File: config.mk
export PLATFORM = sky130hd
export DESIGN_NAME = fbss_top
export DESIGN_NICKNAME = d
export VERILOG_FILES = /design/src/shared/fbss_pkg.sv /design/src/hdl/fbss_dict.sv /design/src/hdl/fbss_pdio.sv /design/src/hdl/fbss_top.sv
export SDC_FILE = /design/constraint.sdc
export NUM_CORES = 2
export LEC_CHECK = 0
export BUFFER_PORTS_ARGS = -buffer_cell sky130_fd_sc_hd__buf_2
export CORE_MARGIN = 2
export CORE_UTILIZATION = 45
export CTS_CLUSTER_SIZE = 24
export DETAILED_ROUTE_END_ITERATION = 12
export GPL_TIMING_DRIVEN = 0
export HOLD_SLACK_MARGIN = 0.12
export PLACE_DENSITY = 0.62
export SETUP_SLACK_MARGIN = 0.2
export SLEW_MARGIN = 15
export SYNTH_ARGS = -nofsm -noshare
export SYNTH_HDL_FRONTEND = slang
export SYNTH_SLANG_ARGS = --single-unit
File: constraint.sdc
create_clock -name MCLK -period 2.52 [get_ports MCLK]
set_input_delay 0.504 -clock MCLK [delete_from_list [all_inputs] [get_ports MCLK]]
set_output_delay 0.504 -clock MCLK [all_outputs]
set_load 0.01 [all_outputs]
File: src/shared/fbss_pkg.sv
// shared constants, state codes and carriers of the fieldbus slave state machine
package fbss_pkg;

  // clock and timing
  localparam int CLK_PERIOD_NS = 8;
  localparam int REFRESH_TIME_NS = 1000;
  localparam int REFRESH_CYC = REFRESH_TIME_NS / CLK_PERIOD_NS;
  localparam int WDOG_TIME_US = 100;
  localparam int WDOG_CYC = WDOG_TIME_US * 1000 / CLK_PERIOD_NS;

  // reported and requested state codes
  localparam logic [3:0] AL_INIT = 4'h1;
  localparam logic [3:0] AL_PREP = 4'h2;
  localparam logic [3:0] AL_UPDATE = 4'h3;
  localparam logic [3:0] AL_GUARD = 4'h4;
  localparam logic [3:0] AL_RUN = 4'h8;

  // mailbox protocol code of the file transfer protocol
  localparam logic [3:0] MBX_PROTO_FILE = 4'h4;

  // safe value of the physical outputs
  localparam logic [15:0] SAFE_OUT = 16'h0000;

  // dictionary areas, taken from index bits 15..12
  localparam logic [3:0] AREA_IDENT = 4'h1;
  localparam logic [3:0] AREA_LEGACY = 4'h4;
  localparam logic [3:0] AREA_IN = 4'h6;
  localparam logic [3:0] AREA_OUT = 4'h7;
  localparam logic [3:0] AREA_CHAN = 4'h8;
  localparam logic [15:0] DICT_INDEX_MAX = 16'hFFFF;
  localparam logic [7:0] DICT_SUB_MAX = 8'hFF;
  localparam logic [15:0] IDX_DEVTYPE = 16'h1000;
  localparam logic [15:0] IDX_IDENTITY = 16'h1018;
  localparam logic [15:0] IDENT_COUNT = 16'h0002;
  localparam logic [15:0] DEVTYPE_VAL = 16'h0000; // arbitrary value
  localparam logic [15:0] VENDOR_VAL = 16'h5A5A; // arbitrary value
  localparam logic [15:0] PRODUCT_VAL = 16'h0C3E; // arbitrary value
  localparam int CHAN_COUNT = 4;
  localparam int CHAN_SUBS = 16;
  localparam logic [15:0] CHAN_RESET = 16'h0000;

  typedef enum logic [2:0] {
    FBSS_INIT,
    FBSS_PREP,
    FBSS_ENTER_GUARD,
    FBSS_GUARD,
    FBSS_RUN,
    FBSS_UPDATE
  } fbss_state_type;

  typedef struct packed {
    fbss_state_type st;
    logic ack;
    logic err;
  } fbss_top_type;

  typedef struct packed {
    logic wr;
    logic [15:0] index;
    logic [7:0] sub;
    logic [15:0] wdata;
  } fbss_dict_req_type;

  typedef struct packed {
    logic ack;
    logic abort;
    logic [15:0] rdata;
  } fbss_dict_rsp_type;

  typedef struct packed {
    logic [15:0] phys_out;
    logic [15:0] pd_data;
    logic dpram_we;
    logic [15:0] dpram_data;
    logic copied;
    logic [15:0] wd_cnt;
    logic [15:0] ref_cnt;
  } fbss_pdio_type;

  // state code shown to the master; the input copy still counts as preparation
  function automatic logic [3:0] fbss_code(input fbss_state_type st);
    logic [3:0] c;
    c = AL_INIT;
    unique case (st)
      FBSS_INIT: c = AL_INIT;
      FBSS_PREP: c = AL_PREP;
      FBSS_ENTER_GUARD: c = AL_PREP;
      FBSS_GUARD: c = AL_GUARD;
      FBSS_RUN: c = AL_RUN;
      FBSS_UPDATE: c = AL_UPDATE;
      default: c = AL_INIT;
    endcase
    return c;
  endfunction : fbss_code

endpackage : fbss_pkg

File: src/hdl/fbss_dict.sv
// parameter dictionary: identity, process data views and mirrored channel parameters
`timescale 1ns/1ns
module fbss_dict
  import fbss_pkg::*;
(
  // clock and reset
  input wire logic clk,
  input wire logic arst_n,
  // request from the mailbox and access enable from the state machine
  input wire logic req_valid,
  input wire fbss_dict_req_type req,
  input wire logic enable,
  // process data views
  input wire logic [15:0] phys_in,
  input wire logic [15:0] pd_out,
  // answer
  output fbss_dict_rsp_type rsp
);

  fbss_dict_rsp_type s_q;
  fbss_dict_rsp_type s_d;
  logic [15:0] chan_mem [0:CHAN_COUNT*CHAN_SUBS-1];
  logic [3:0] area;
  logic chan_hit;
  logic mem_we;
  logic [5:0] addr;

  // full 16-bit index and 8-bit subindex are decoded
  assign area = req.index[15:12];
  // 0x80n0 and its old 0x40n0 twin share one store, so they stay mirrored
  assign chan_hit = (area == AREA_CHAN || area == AREA_LEGACY) && req.index[11:6] == 6'h00
    && req.index[3:0] == 4'h0 && req.sub[7:4] == 4'h0;
  assign addr = {req.index[5:4], req.sub[3:0]};
  assign mem_we = req_valid && enable && chan_hit && req.wr;

  // decode and answer per attribute
  always_comb
  begin
    s_d = '0;
    if (req_valid)
    begin
      s_d.ack = 1'b1;
      if (!enable)
        s_d.abort = 1'b1;
      else if (chan_hit)
        s_d.rdata = req.wr ? req.wdata : chan_mem[addr];
      else if (req.wr && area != AREA_CHAN && area != AREA_LEGACY)
        s_d.abort = 1'b1; // fixed entries refuse writes
      else if (req.index == IDX_DEVTYPE && req.sub == 8'h00)
        s_d.rdata = DEVTYPE_VAL;
      else if (req.index == IDX_IDENTITY && req.sub == 8'h00)
        s_d.rdata = IDENT_COUNT;
      else if (req.index == IDX_IDENTITY && req.sub == 8'h01)
        s_d.rdata = VENDOR_VAL;
      else if (req.index == IDX_IDENTITY && req.sub == 8'h02)
        s_d.rdata = PRODUCT_VAL;
      else if (area == AREA_IN && req.index[11:0] == 12'h000 && req.sub == 8'h01)
        s_d.rdata = phys_in;
      else if (area == AREA_OUT && req.index[11:0] == 12'h000 && req.sub == 8'h01)
        s_d.rdata = pd_out;
      else
        s_d.abort = 1'b1;
    end
  end

  // answer register
  always_ff @(posedge clk or negedge arst_n)
  begin
    if (!arst_n)
      s_q <= '0;
    else
      s_q <= s_d;
  end

  // channel parameter store
  always_ff @(posedge clk or negedge arst_n)
  begin
    if (!arst_n)
    begin
      for (int i = 0; i < CHAN_COUNT * CHAN_SUBS; i++)
        chan_mem[i] <= CHAN_RESET;
    end
    else if (mem_we)
      chan_mem[addr] <= req.wdata;
  end

  assign rsp = s_q;

  fixed_write_a: assert property (@(posedge clk) disable iff (!arst_n)
    req_valid && req.wr && req.index[15:12] == AREA_IDENT |=> rsp.ack && rsp.abort)
    else $error("write to a fixed entry was not refused");

endmodule : fbss_dict

File: src/hdl/fbss_pdio.sv
// process data path: input copy and refresh, output gating and watchdog
`timescale 1ns/1ns
module fbss_pdio
  import fbss_pkg::*;
#(
  parameter int WDOG_CYCLES = WDOG_CYC
)
(
  // clock and reset
  input wire logic clk,
  input wire logic arst_n,
  // control from the state machine and the watchdog disable input
  input wire logic copy_now,
  input wire logic refresh_en,
  input wire logic apply_out,
  input wire logic wdog_disable,
  // output process data from the master
  input wire logic pd_wr,
  input wire logic [15:0] pd_wr_data,
  // physical side
  input wire logic [15:0] phys_in,
  output logic [15:0] phys_out,
  output logic [15:0] pd_out,
  // input area of the dual-port memory, copy done and watchdog status
  output logic dpram_we,
  output logic [15:0] dpram_data,
  output logic copy_done,
  output logic wdog_expired
);

  fbss_pdio_type s_q;
  fbss_pdio_type s_d;

  // next state of the process data path
  always_comb
  begin
    s_d = s_q;
    s_d.dpram_we = 1'b0;
    if (pd_wr)
    begin
      s_d.pd_data = pd_wr_data;
      s_d.wd_cnt = 16'(WDOG_CYCLES - 1); // fresh data rearms the watchdog
    end
    else if (s_q.wd_cnt != 16'h0000)
      s_d.wd_cnt = s_q.wd_cnt - 16'h0001;
    // one snapshot of the inputs before the guarded state is acknowledged
    if (copy_now && !s_q.copied)
    begin
      s_d.dpram_we = 1'b1;
      s_d.dpram_data = phys_in;
      s_d.copied = 1'b1;
    end
    else if (!copy_now)
      s_d.copied = 1'b0;
    // cyclic input refresh
    if (refresh_en && !copy_now)
    begin
      if (s_q.ref_cnt == 16'h0000)
      begin
        s_d.ref_cnt = 16'(REFRESH_CYC - 1);
        s_d.dpram_we = 1'b1;
        s_d.dpram_data = phys_in;
      end
      else
        s_d.ref_cnt = s_q.ref_cnt - 16'h0001;
    end
    // outputs only follow data when allowed and the watchdog is disabled or has not run out
    if (apply_out && (wdog_disable || s_q.wd_cnt != 16'h0000))
      s_d.phys_out = s_q.pd_data;
    else
      s_d.phys_out = SAFE_OUT;
  end

  // state register
  always_ff @(posedge clk or negedge arst_n)
  begin
    if (!arst_n)
    begin
      s_q <= '0;
      s_q.phys_out <= SAFE_OUT;
    end
    else
      s_q <= s_d;
  end

  assign phys_out = s_q.phys_out;
  assign pd_out = s_q.pd_data;
  assign dpram_we = s_q.dpram_we;
  assign dpram_data = s_q.dpram_data;
  assign copy_done = s_q.copied;
  assign wdog_expired = s_q.wd_cnt == 16'h0000;

  safe_outputs_a: assert property (@(posedge clk) disable iff (!arst_n)
    !apply_out |=> phys_out == SAFE_OUT)
    else $error("outputs left safe value while not allowed");

  watchdog_safe_a: assert property (@(posedge clk) disable iff (!arst_n)
    wdog_expired && !wdog_disable && !pd_wr |=> phys_out == SAFE_OUT)
    else $error("expired watchdog did not force safe outputs");

endmodule : fbss_pdio

File: src/hdl/fbss_top.sv
// fieldbus slave state machine with traffic gating, process data and dictionary
`timescale 1ns/1ns
module fbss_top
  import fbss_pkg::*;
#(
  parameter int WDOG_CYCLES = WDOG_CYC
)
(
  // clock and reset
  input wire logic MCLK,
  input wire logic ARST_N,
  // state requests from the master
  input wire logic REQ_VALID,
  input wire logic [3:0] REQ_STATE,
  input wire logic ERR_ACK,
  // configuration checks
  input wire logic MBX_CFG_OK,
  input wire logic PD_CFG_OK,
  input wire logic DC_USED,
  input wire logic DC_CFG_OK,
  input wire logic WDOG_DISABLE,
  // mailbox traffic
  input wire logic MBX_VALID,
  input wire logic [3:0] MBX_PROTO,
  output logic MBX_ACCEPT,
  output logic MBX_REJECT,
  // process data traffic
  input wire logic PD_WR_VALID,
  input wire logic [15:0] PD_WR_DATA,
  output logic PD_WR_ACCEPT,
  input wire logic PD_RD_REQ,
  output logic PD_RD_ACCEPT,
  output logic DPRAM_IN_WE,
  output logic [15:0] DPRAM_IN_DATA,
  // dictionary access
  input wire logic DICT_REQ_VALID,
  input wire fbss_dict_req_type DICT_REQ,
  output fbss_dict_rsp_type DICT_RSP,
  // physical side
  input wire logic [15:0] PHYS_IN,
  output logic [15:0] PHYS_OUT,
  output logic WDOG_EXPIRED,
  // status to the master
  output logic [3:0] AL_STATE,
  output logic CHANGE_ACK,
  output logic ERR_IND
);

  fbss_top_type s_q;
  fbss_top_type s_d;
  logic bad;
  logic mbx_open;
  logic pd_open;
  logic dict_en;
  logic apply_out;
  logic copy_done;
  logic [15:0] pd_out;
  logic [3:0] cur_code;

  assign cur_code = fbss_code(s_q.st);

  // state transitions, checks and error flag
  always_comb
  begin
    s_d = s_q;
    s_d.ack = 1'b0;
    bad = 1'b0;
    if (ERR_ACK)
      s_d.err = 1'b0;
    if (s_q.st == FBSS_ENTER_GUARD)
    begin
      // requests are ignored until the input copy is done
      if (copy_done)
      begin
        s_d.st = FBSS_GUARD;
        s_d.ack = 1'b1;
      end
    end
    else if (REQ_VALID)
    begin
      if (REQ_STATE == cur_code)
        s_d.ack = 1'b1;
      else if (REQ_STATE == AL_INIT)
      begin
        s_d.st = FBSS_INIT;
        s_d.ack = 1'b1;
      end
      else
      begin
        unique case (s_q.st)
          FBSS_INIT:
          begin
            if (REQ_STATE == AL_PREP && MBX_CFG_OK)
            begin
              s_d.st = FBSS_PREP;
              s_d.ack = 1'b1;
            end
            else if (REQ_STATE == AL_UPDATE)
            begin
              s_d.st = FBSS_UPDATE;
              s_d.ack = 1'b1;
            end
            else
              bad = 1'b1;
          end
          FBSS_PREP:
          begin
            if (REQ_STATE == AL_GUARD && PD_CFG_OK && (!DC_USED || DC_CFG_OK))
              s_d.st = FBSS_ENTER_GUARD;
            else
              bad = 1'b1;
          end
          FBSS_GUARD:
          begin
            if (REQ_STATE == AL_RUN || REQ_STATE == AL_PREP)
            begin
              s_d.st = REQ_STATE == AL_RUN ? FBSS_RUN : FBSS_PREP;
              s_d.ack = 1'b1;
            end
            else
              bad = 1'b1;
          end
          FBSS_RUN:
          begin
            if (REQ_STATE == AL_GUARD || REQ_STATE == AL_PREP)
            begin
              s_d.st = REQ_STATE == AL_GUARD ? FBSS_GUARD : FBSS_PREP;
              s_d.ack = 1'b1;
            end
            else
              bad = 1'b1;
          end
          default:
            bad = 1'b1; // update leaves only towards init
        endcase
      end
    end
    // a new error wins over a clear in the same cycle
    if (bad)
      s_d.err = 1'b1;
  end

  // state register, init after reset
  always_ff @(posedge MCLK or negedge ARST_N)
  begin
    if (!ARST_N)
    begin
      s_q.st <= FBSS_INIT;
      s_q.ack <= 1'b0;
      s_q.err <= 1'b0;
    end
    else
      s_q <= s_d;
  end

  // traffic gates per state
  assign mbx_open = s_q.st != FBSS_INIT;
  assign pd_open = s_q.st == FBSS_GUARD || s_q.st == FBSS_RUN;
  assign MBX_ACCEPT = MBX_VALID && mbx_open
    && (s_q.st != FBSS_UPDATE || MBX_PROTO == MBX_PROTO_FILE);
  assign MBX_REJECT = MBX_VALID && !MBX_ACCEPT;
  assign PD_WR_ACCEPT = PD_WR_VALID && pd_open;
  assign PD_RD_ACCEPT = PD_RD_REQ && pd_open;
  assign dict_en = mbx_open && s_q.st != FBSS_UPDATE;
  assign apply_out = s_q.st == FBSS_RUN
    || (s_q.st == FBSS_GUARD && WDOG_DISABLE);

  // status outputs
  assign AL_STATE = cur_code;
  assign CHANGE_ACK = s_q.ack;
  assign ERR_IND = s_q.err;

  // process data path
  fbss_pdio #(
    .WDOG_CYCLES(WDOG_CYCLES)
  ) u_pdio (
    .clk(MCLK),
    .arst_n(ARST_N),
    .copy_now(s_q.st == FBSS_ENTER_GUARD),
    .refresh_en(pd_open),
    .apply_out(apply_out),
    .wdog_disable(WDOG_DISABLE),
    .pd_wr(PD_WR_ACCEPT),
    .pd_wr_data(PD_WR_DATA),
    .phys_in(PHYS_IN),
    .phys_out(PHYS_OUT),
    .pd_out(pd_out),
    .dpram_we(DPRAM_IN_WE),
    .dpram_data(DPRAM_IN_DATA),
    .copy_done(copy_done),
    .wdog_expired(WDOG_EXPIRED)
  );

  // parameter dictionary
  fbss_dict u_dict (
    .clk(MCLK),
    .arst_n(ARST_N),
    .req_valid(DICT_REQ_VALID),
    .req(DICT_REQ),
    .enable(dict_en),
    .phys_in(PHYS_IN),
    .pd_out(pd_out),
    .rsp(DICT_RSP)
  );

  init_gate_a: assert property (@(posedge MCLK) disable iff (!ARST_N)
    s_q.st == FBSS_INIT |-> !MBX_ACCEPT && !PD_WR_ACCEPT && !PD_RD_ACCEPT)
    else $error("traffic accepted in init");

  prep_check_a: assert property (@(posedge MCLK) disable iff (!ARST_N)
    $past(s_q.st) == FBSS_INIT && s_q.st == FBSS_PREP |-> $past(MBX_CFG_OK))
    else $error("preparation entered without mailbox check");

  prep_gate_a: assert property (@(posedge MCLK) disable iff (!ARST_N)
    s_q.st == FBSS_PREP && MBX_VALID |-> MBX_ACCEPT && !PD_WR_ACCEPT && !PD_RD_ACCEPT)
    else $error("wrong traffic gating in preparation");

  guard_check_a: assert property (@(posedge MCLK) disable iff (!ARST_N)
    $past(s_q.st) == FBSS_PREP && s_q.st == FBSS_ENTER_GUARD
      |-> $past(PD_CFG_OK) && (!$past(DC_USED) || $past(DC_CFG_OK)))
    else $error("guarded entry without process data check");

  copy_before_ack_a: assert property (@(posedge MCLK) disable iff (!ARST_N)
    $rose(s_q.st == FBSS_ENTER_GUARD) |-> ##1 DPRAM_IN_WE ##1 CHANGE_ACK && AL_STATE == AL_GUARD)
    else $error("guarded acknowledged without input copy");

  guard_traffic_a: assert property (@(posedge MCLK) disable iff (!ARST_N)
    s_q.st == FBSS_GUARD && PD_WR_VALID && PD_RD_REQ |-> PD_WR_ACCEPT && PD_RD_ACCEPT)
    else $error("process data blocked in guarded");

  run_apply_a: assert property (@(posedge MCLK) disable iff (!ARST_N)
    s_q.st == FBSS_RUN && PD_WR_ACCEPT ##1 s_q.st == FBSS_RUN && !PD_WR_ACCEPT
      |=> PHYS_OUT == $past(PD_WR_DATA, 2))
    else $error("running did not apply output data");

  update_entry_a: assert property (@(posedge MCLK) disable iff (!ARST_N)
    s_q.st == FBSS_UPDATE && $past(s_q.st) != FBSS_UPDATE |-> $past(s_q.st) == FBSS_INIT)
    else $error("update entered from a state other than init");

  update_gate_a: assert property (@(posedge MCLK) disable iff (!ARST_N)
    s_q.st == FBSS_UPDATE |-> !PD_WR_ACCEPT && !PD_RD_ACCEPT
      && (!MBX_VALID || MBX_ACCEPT == (MBX_PROTO == MBX_PROTO_FILE)))
    else $error("wrong traffic gating in update");

  refused_hold_a: assert property (@(posedge MCLK) disable iff (!ARST_N)
    $rose(ERR_IND) |-> s_q.st == $past(s_q.st) && !CHANGE_ACK)
    else $error("refused transition changed the state");

endmodule : fbss_top

==> key figures <==
Route
  – Post-DR vias/cell: ~6.8
  – Uppermost layer routed: met5
  – Drc violations: 0
  – Routed Antenna Nets: 0
  – Detailed-route via count: 42300
  – Metal2 WL: about 96000 um
  – DR pass1 iterations: 7
  – 1st-iter DRT viols: 6476
  – Final wirelength: approximately 250000 um
  – Routed length per placed instance: 39.2 um
  – M1 wire length: a little under 90000 um
  – Met3 WL post-DR: 38700 um

Setup path
  – RR Endpoint: u_dict.chan_mem[268]
  – CP Max Fanout: 2
  – Worst setup path class: register to output port
  – RR Startpoint: s_q[4]
  – Worst EP arrival: 2.69 ns
  – FF-to-FF setup slack: -0.63 ns
  – CP Data Required Time: 2.02 ns
  – Crit. End Element: output port
  – Worst r2r path cells: 11
  – Startpoint Class: register

CTS
  – Clk buf depth: 3
  – CTS tree: yes
  – CTS buffer count: 120
  – Worst-path clk slew: ~0.060 ns
  – Clk_lat worst skew: 0.75 ns
  – Post-CTS Hold Buffers: 37
  – # clock sinks: 1129
  – Clk root buf: clkbuf_16
  – # H-tree levels: 3

Yosys
  – Async S/R FF share, synth: 100%
  – Synth top cells by count: 1204 x mux2_2, 1129 x dfrtp_1, 216 x clkbuf_1, 165 x o22ai_1, 138 x nand2_1
  – Synthesized area: 0.0525 sq mm
  – Synth cell types: just under 80
  – Most area-consuming cells after synthesis: dfrtp_1 54%, mux2_2 26%, mux4_2 2.2%
  – Most frequent cell after synthesis: mux2_2
  – Largest area contributor in the netlist: dfrtp_1
  – Seq/Total Area, Yosys: between 50 and 60%
  – Syn Inst Count: 3955
  – Top FF cell, synth: dfrtp_1
  – Post-synthesis register bit count: 1129
  – YS warnings: 0
  – Share of the synthesized area in the top cell type: 53.8%
  – Syn avg cell area: 13.3 sq um
  – Synthesized Nets: 4052
  – Post-synth EDFFs: 0

Timing
  – Final Max Tran Viols: 0
  – RSZ-0062 raised after global routing: yes
  – Final-report hold violation count: 97
  – Final Cycle Share: 127%
  – Slew headroom: 2.07%
  – Setup TNS: -403.17 ns
  – Fin crit period: 3.19 ns
  – Fin worst setup slack: -0.675 ns
  – Worst clock skew: 0.0354 ns
  – Setup violations, final: approximately 1100
  – Tightest Pin Transition: 1.47 ns
  – Achievable Freq: 313 MHz
  – Hold_ws: -0.304 ns

Die
  – Chip Height: roughly 350 um
  – Die width: 346 um
  – Starting Density: 45.3%
  – Die ar.: 0.120 sq mm
  – Core area: approximately 0.12 sq mm
  – Boundary pin count: between 150 and 200
  – Number of placement rows: 125

Finish
  – Fillers: 9139
  – Area grow syn2layout: 29.6%
  – Reg area: 0.0283 sq mm
  – Multi-input gate area: 0.0240 sq mm
  – Layout Nets: 4710
  – Layout cells sized above 1: 51.4%

Placement
  – Routability Congestion: around 1.0
  – Dpl hpwl: 154000 um
  – IO Port Bufs: 136
  – Pre-CTS setup slack: -3.68 ns

Global routing
  – Initial antenna violation count: 31
  – Largest net degree at the start of global routing: 140
  – First-pass GRT wire length: 317000 um
  – GRT Overall Usage: 38.3%
  – Grt total ovfl: 0
  – Vias in the first global route: 38600

Status
  – Failing checks: negative hold slack, negative setup slack
  – Outcome: finished with violations

Flow run
  – Max Cap Viol: 0

Worst hold path
  – Hold crit path type: input pin to asynchronous set/reset pin

Power and ir drop
  – Pwr dens: 651 mW/mm^2
  – Maximum VDD drop: 0.000641 V
  – Leak: 33.5 nW
[state kept, by name (all words and copies together), names as in the netlist]
name and cells:
ERR_IND 1, u_pdio.pd_out 16, s_q 3, u_pdio.s_q 32, u_dict.chan_mem 1024, CHANGE_ACK 1, u_dict.rsp 18, u_pdio.copy_done 1
u_pdio.dpram_data 16, u_pdio.phys_out 16, u_pdio.dpram_we 1
[worst max-delay path, cell delays in order, from the launching register on]
cell and delay [ns]:
dfrtp_1 0.38, or4_4 0.53, or3_4 0.34, buf_8 0.13, or3_4 0.33, buf_8 0.13
inv_2 0.04, buf_6 0.09
[cells in the final DEF, fill, tap and decap left out, types with 12 or more instances in the layout]
master	synthesis	routed
dfrtp_1	1129	1128
mux4_2	52	52
nand2_2	60	15
inv_1	22	19
buf_8	0	25
clkbuf_8	0	50
a221oi_1	32	18
mux2i_1	80	80
clkbuf_16	0	172
buf_4	50	271
nor2_1	114	101
o21ai_0	69	59
nor2b_1	24	22
nor3_1	15	13
a21oi_1	63	58
a2bb2oi_1	22	18
mux2_4	0	22
clkbuf_2	1	14
buf_2	64	137
buf_6	17	72
mux2_2	1204	1182
o22ai_1	165	162
or3_1	16	14
diode_2	0	23
buf_12	0	118
o221ai_1	98	84
nor2_4	2	14
a211oi_1	22	17
xnor2_1	15	15
dlygate4sd3_1	0	37
clkbuf_1	216	148
nand3_1	15	12
clkbuf_4	0	13
clkinv_2	0	25
nand2_8	0	43
buf_16	0	32
nand2_1	138	132
[cell type report]
cell class,count,share of cell area [%]
antenna,23,0.0845
clock buffer,177,5.19
sequential,1129,41.5
timing repair buffer,540,8.16
buffer,376,6.18
tap,1524,2.80
multi-input combinational,2421,35.2
clock inverter,40,0.715
inverter,25,0.156
[where the power goes]
group | leakage [nW] | internal, W | switching (W) | total [W]
sequential | 15.7 | 0.0186 | 0.000330 | 0.0190
combinational | 15.9 | 0.00260 | 0.00435 | 0.00695
clock | 2.00 | 0.0106 | 0.00785 | 0.0184
[worst max-delay path by stage]
stage,startpoint,end,slack [ns],cells past startpoint
floorplan,DICT_REQ[36],u_dict.chan_mem[10],-0.48,9
global placement,ARST_N,u_dict.chan_mem[526],-24.47,1
detailed placement,DICT_REQ[18],u_dict.rsp[5],-3.68,11
CTS,u_pdio.s_q[24],WDOG_EXPIRED,-0.75,7
global route,u_pdio.s_q[25],WDOG_EXPIRED,-0.73,7
finish,u_pdio.s_q[25],WDOG_EXPIRED,-0.67,7
[layer usage]
| layer | track usage (%) | vias up |
|---|---|---|
| met5 | 0 | - |
| met4 | 26.1 | 32 |
| met3 | 16.9 | 1111 |
| met2 | 52.4 | 3604 |
| met1 | 48.6 | 21600 |
| li1 | - | 16000 |
[logic make-up (layout without fill, tap and decap cells)]
family / after synthesis / count (layout) / synth area share [%]
mux: 1336 / 1336 / 29.6
flops: 1129 / 1129 / 53.8
other cells: 0 / 23 / 0
fa+ha+maj: 4 / 4 / 0.0905
xor+xnor: 26 / 26 / 0.433
simple gates: 489 / 489 / 4.89
compound gates: 566 / 566 / 7.61
buf+inv: 405 / 1158 / 3.65
[what timing repair did]
| action | in CTS | in global routing |
|---|---|---|
| cloned | 7 | 40 |
| endpoints found under the setup margin | 1136 | 1209 |
| pin swaps | 33 | 42 |
| hold endpoints to repair | 132 | 97 |
| setup buffers | 44 | 252 |
| resized for setup | 529 | 420 |
[stage by stage]
stage | utilization, % | hold slack [ns] | instance area (sq um) | power [W] | instances
floorplan | - | 0.208 | 52800 | 0.0221 | 3955
global placement | 47.7 | 0.468 | 55400 | 0.0246 | 5615
detailed placement | 48.3 | 0.475 | 56000 | 0.0247 | 5639
CTS | 54.4 | -0.278 | 63100 | 0.0433 | 5941
global route | 58.7 | -0.239 | 68100 | 0.0453 | 6235
finish | 58.7 | -0.304 | 68100 | 0.0444 | 6255
Note: power is estimated with default switching activity, not from simulation.
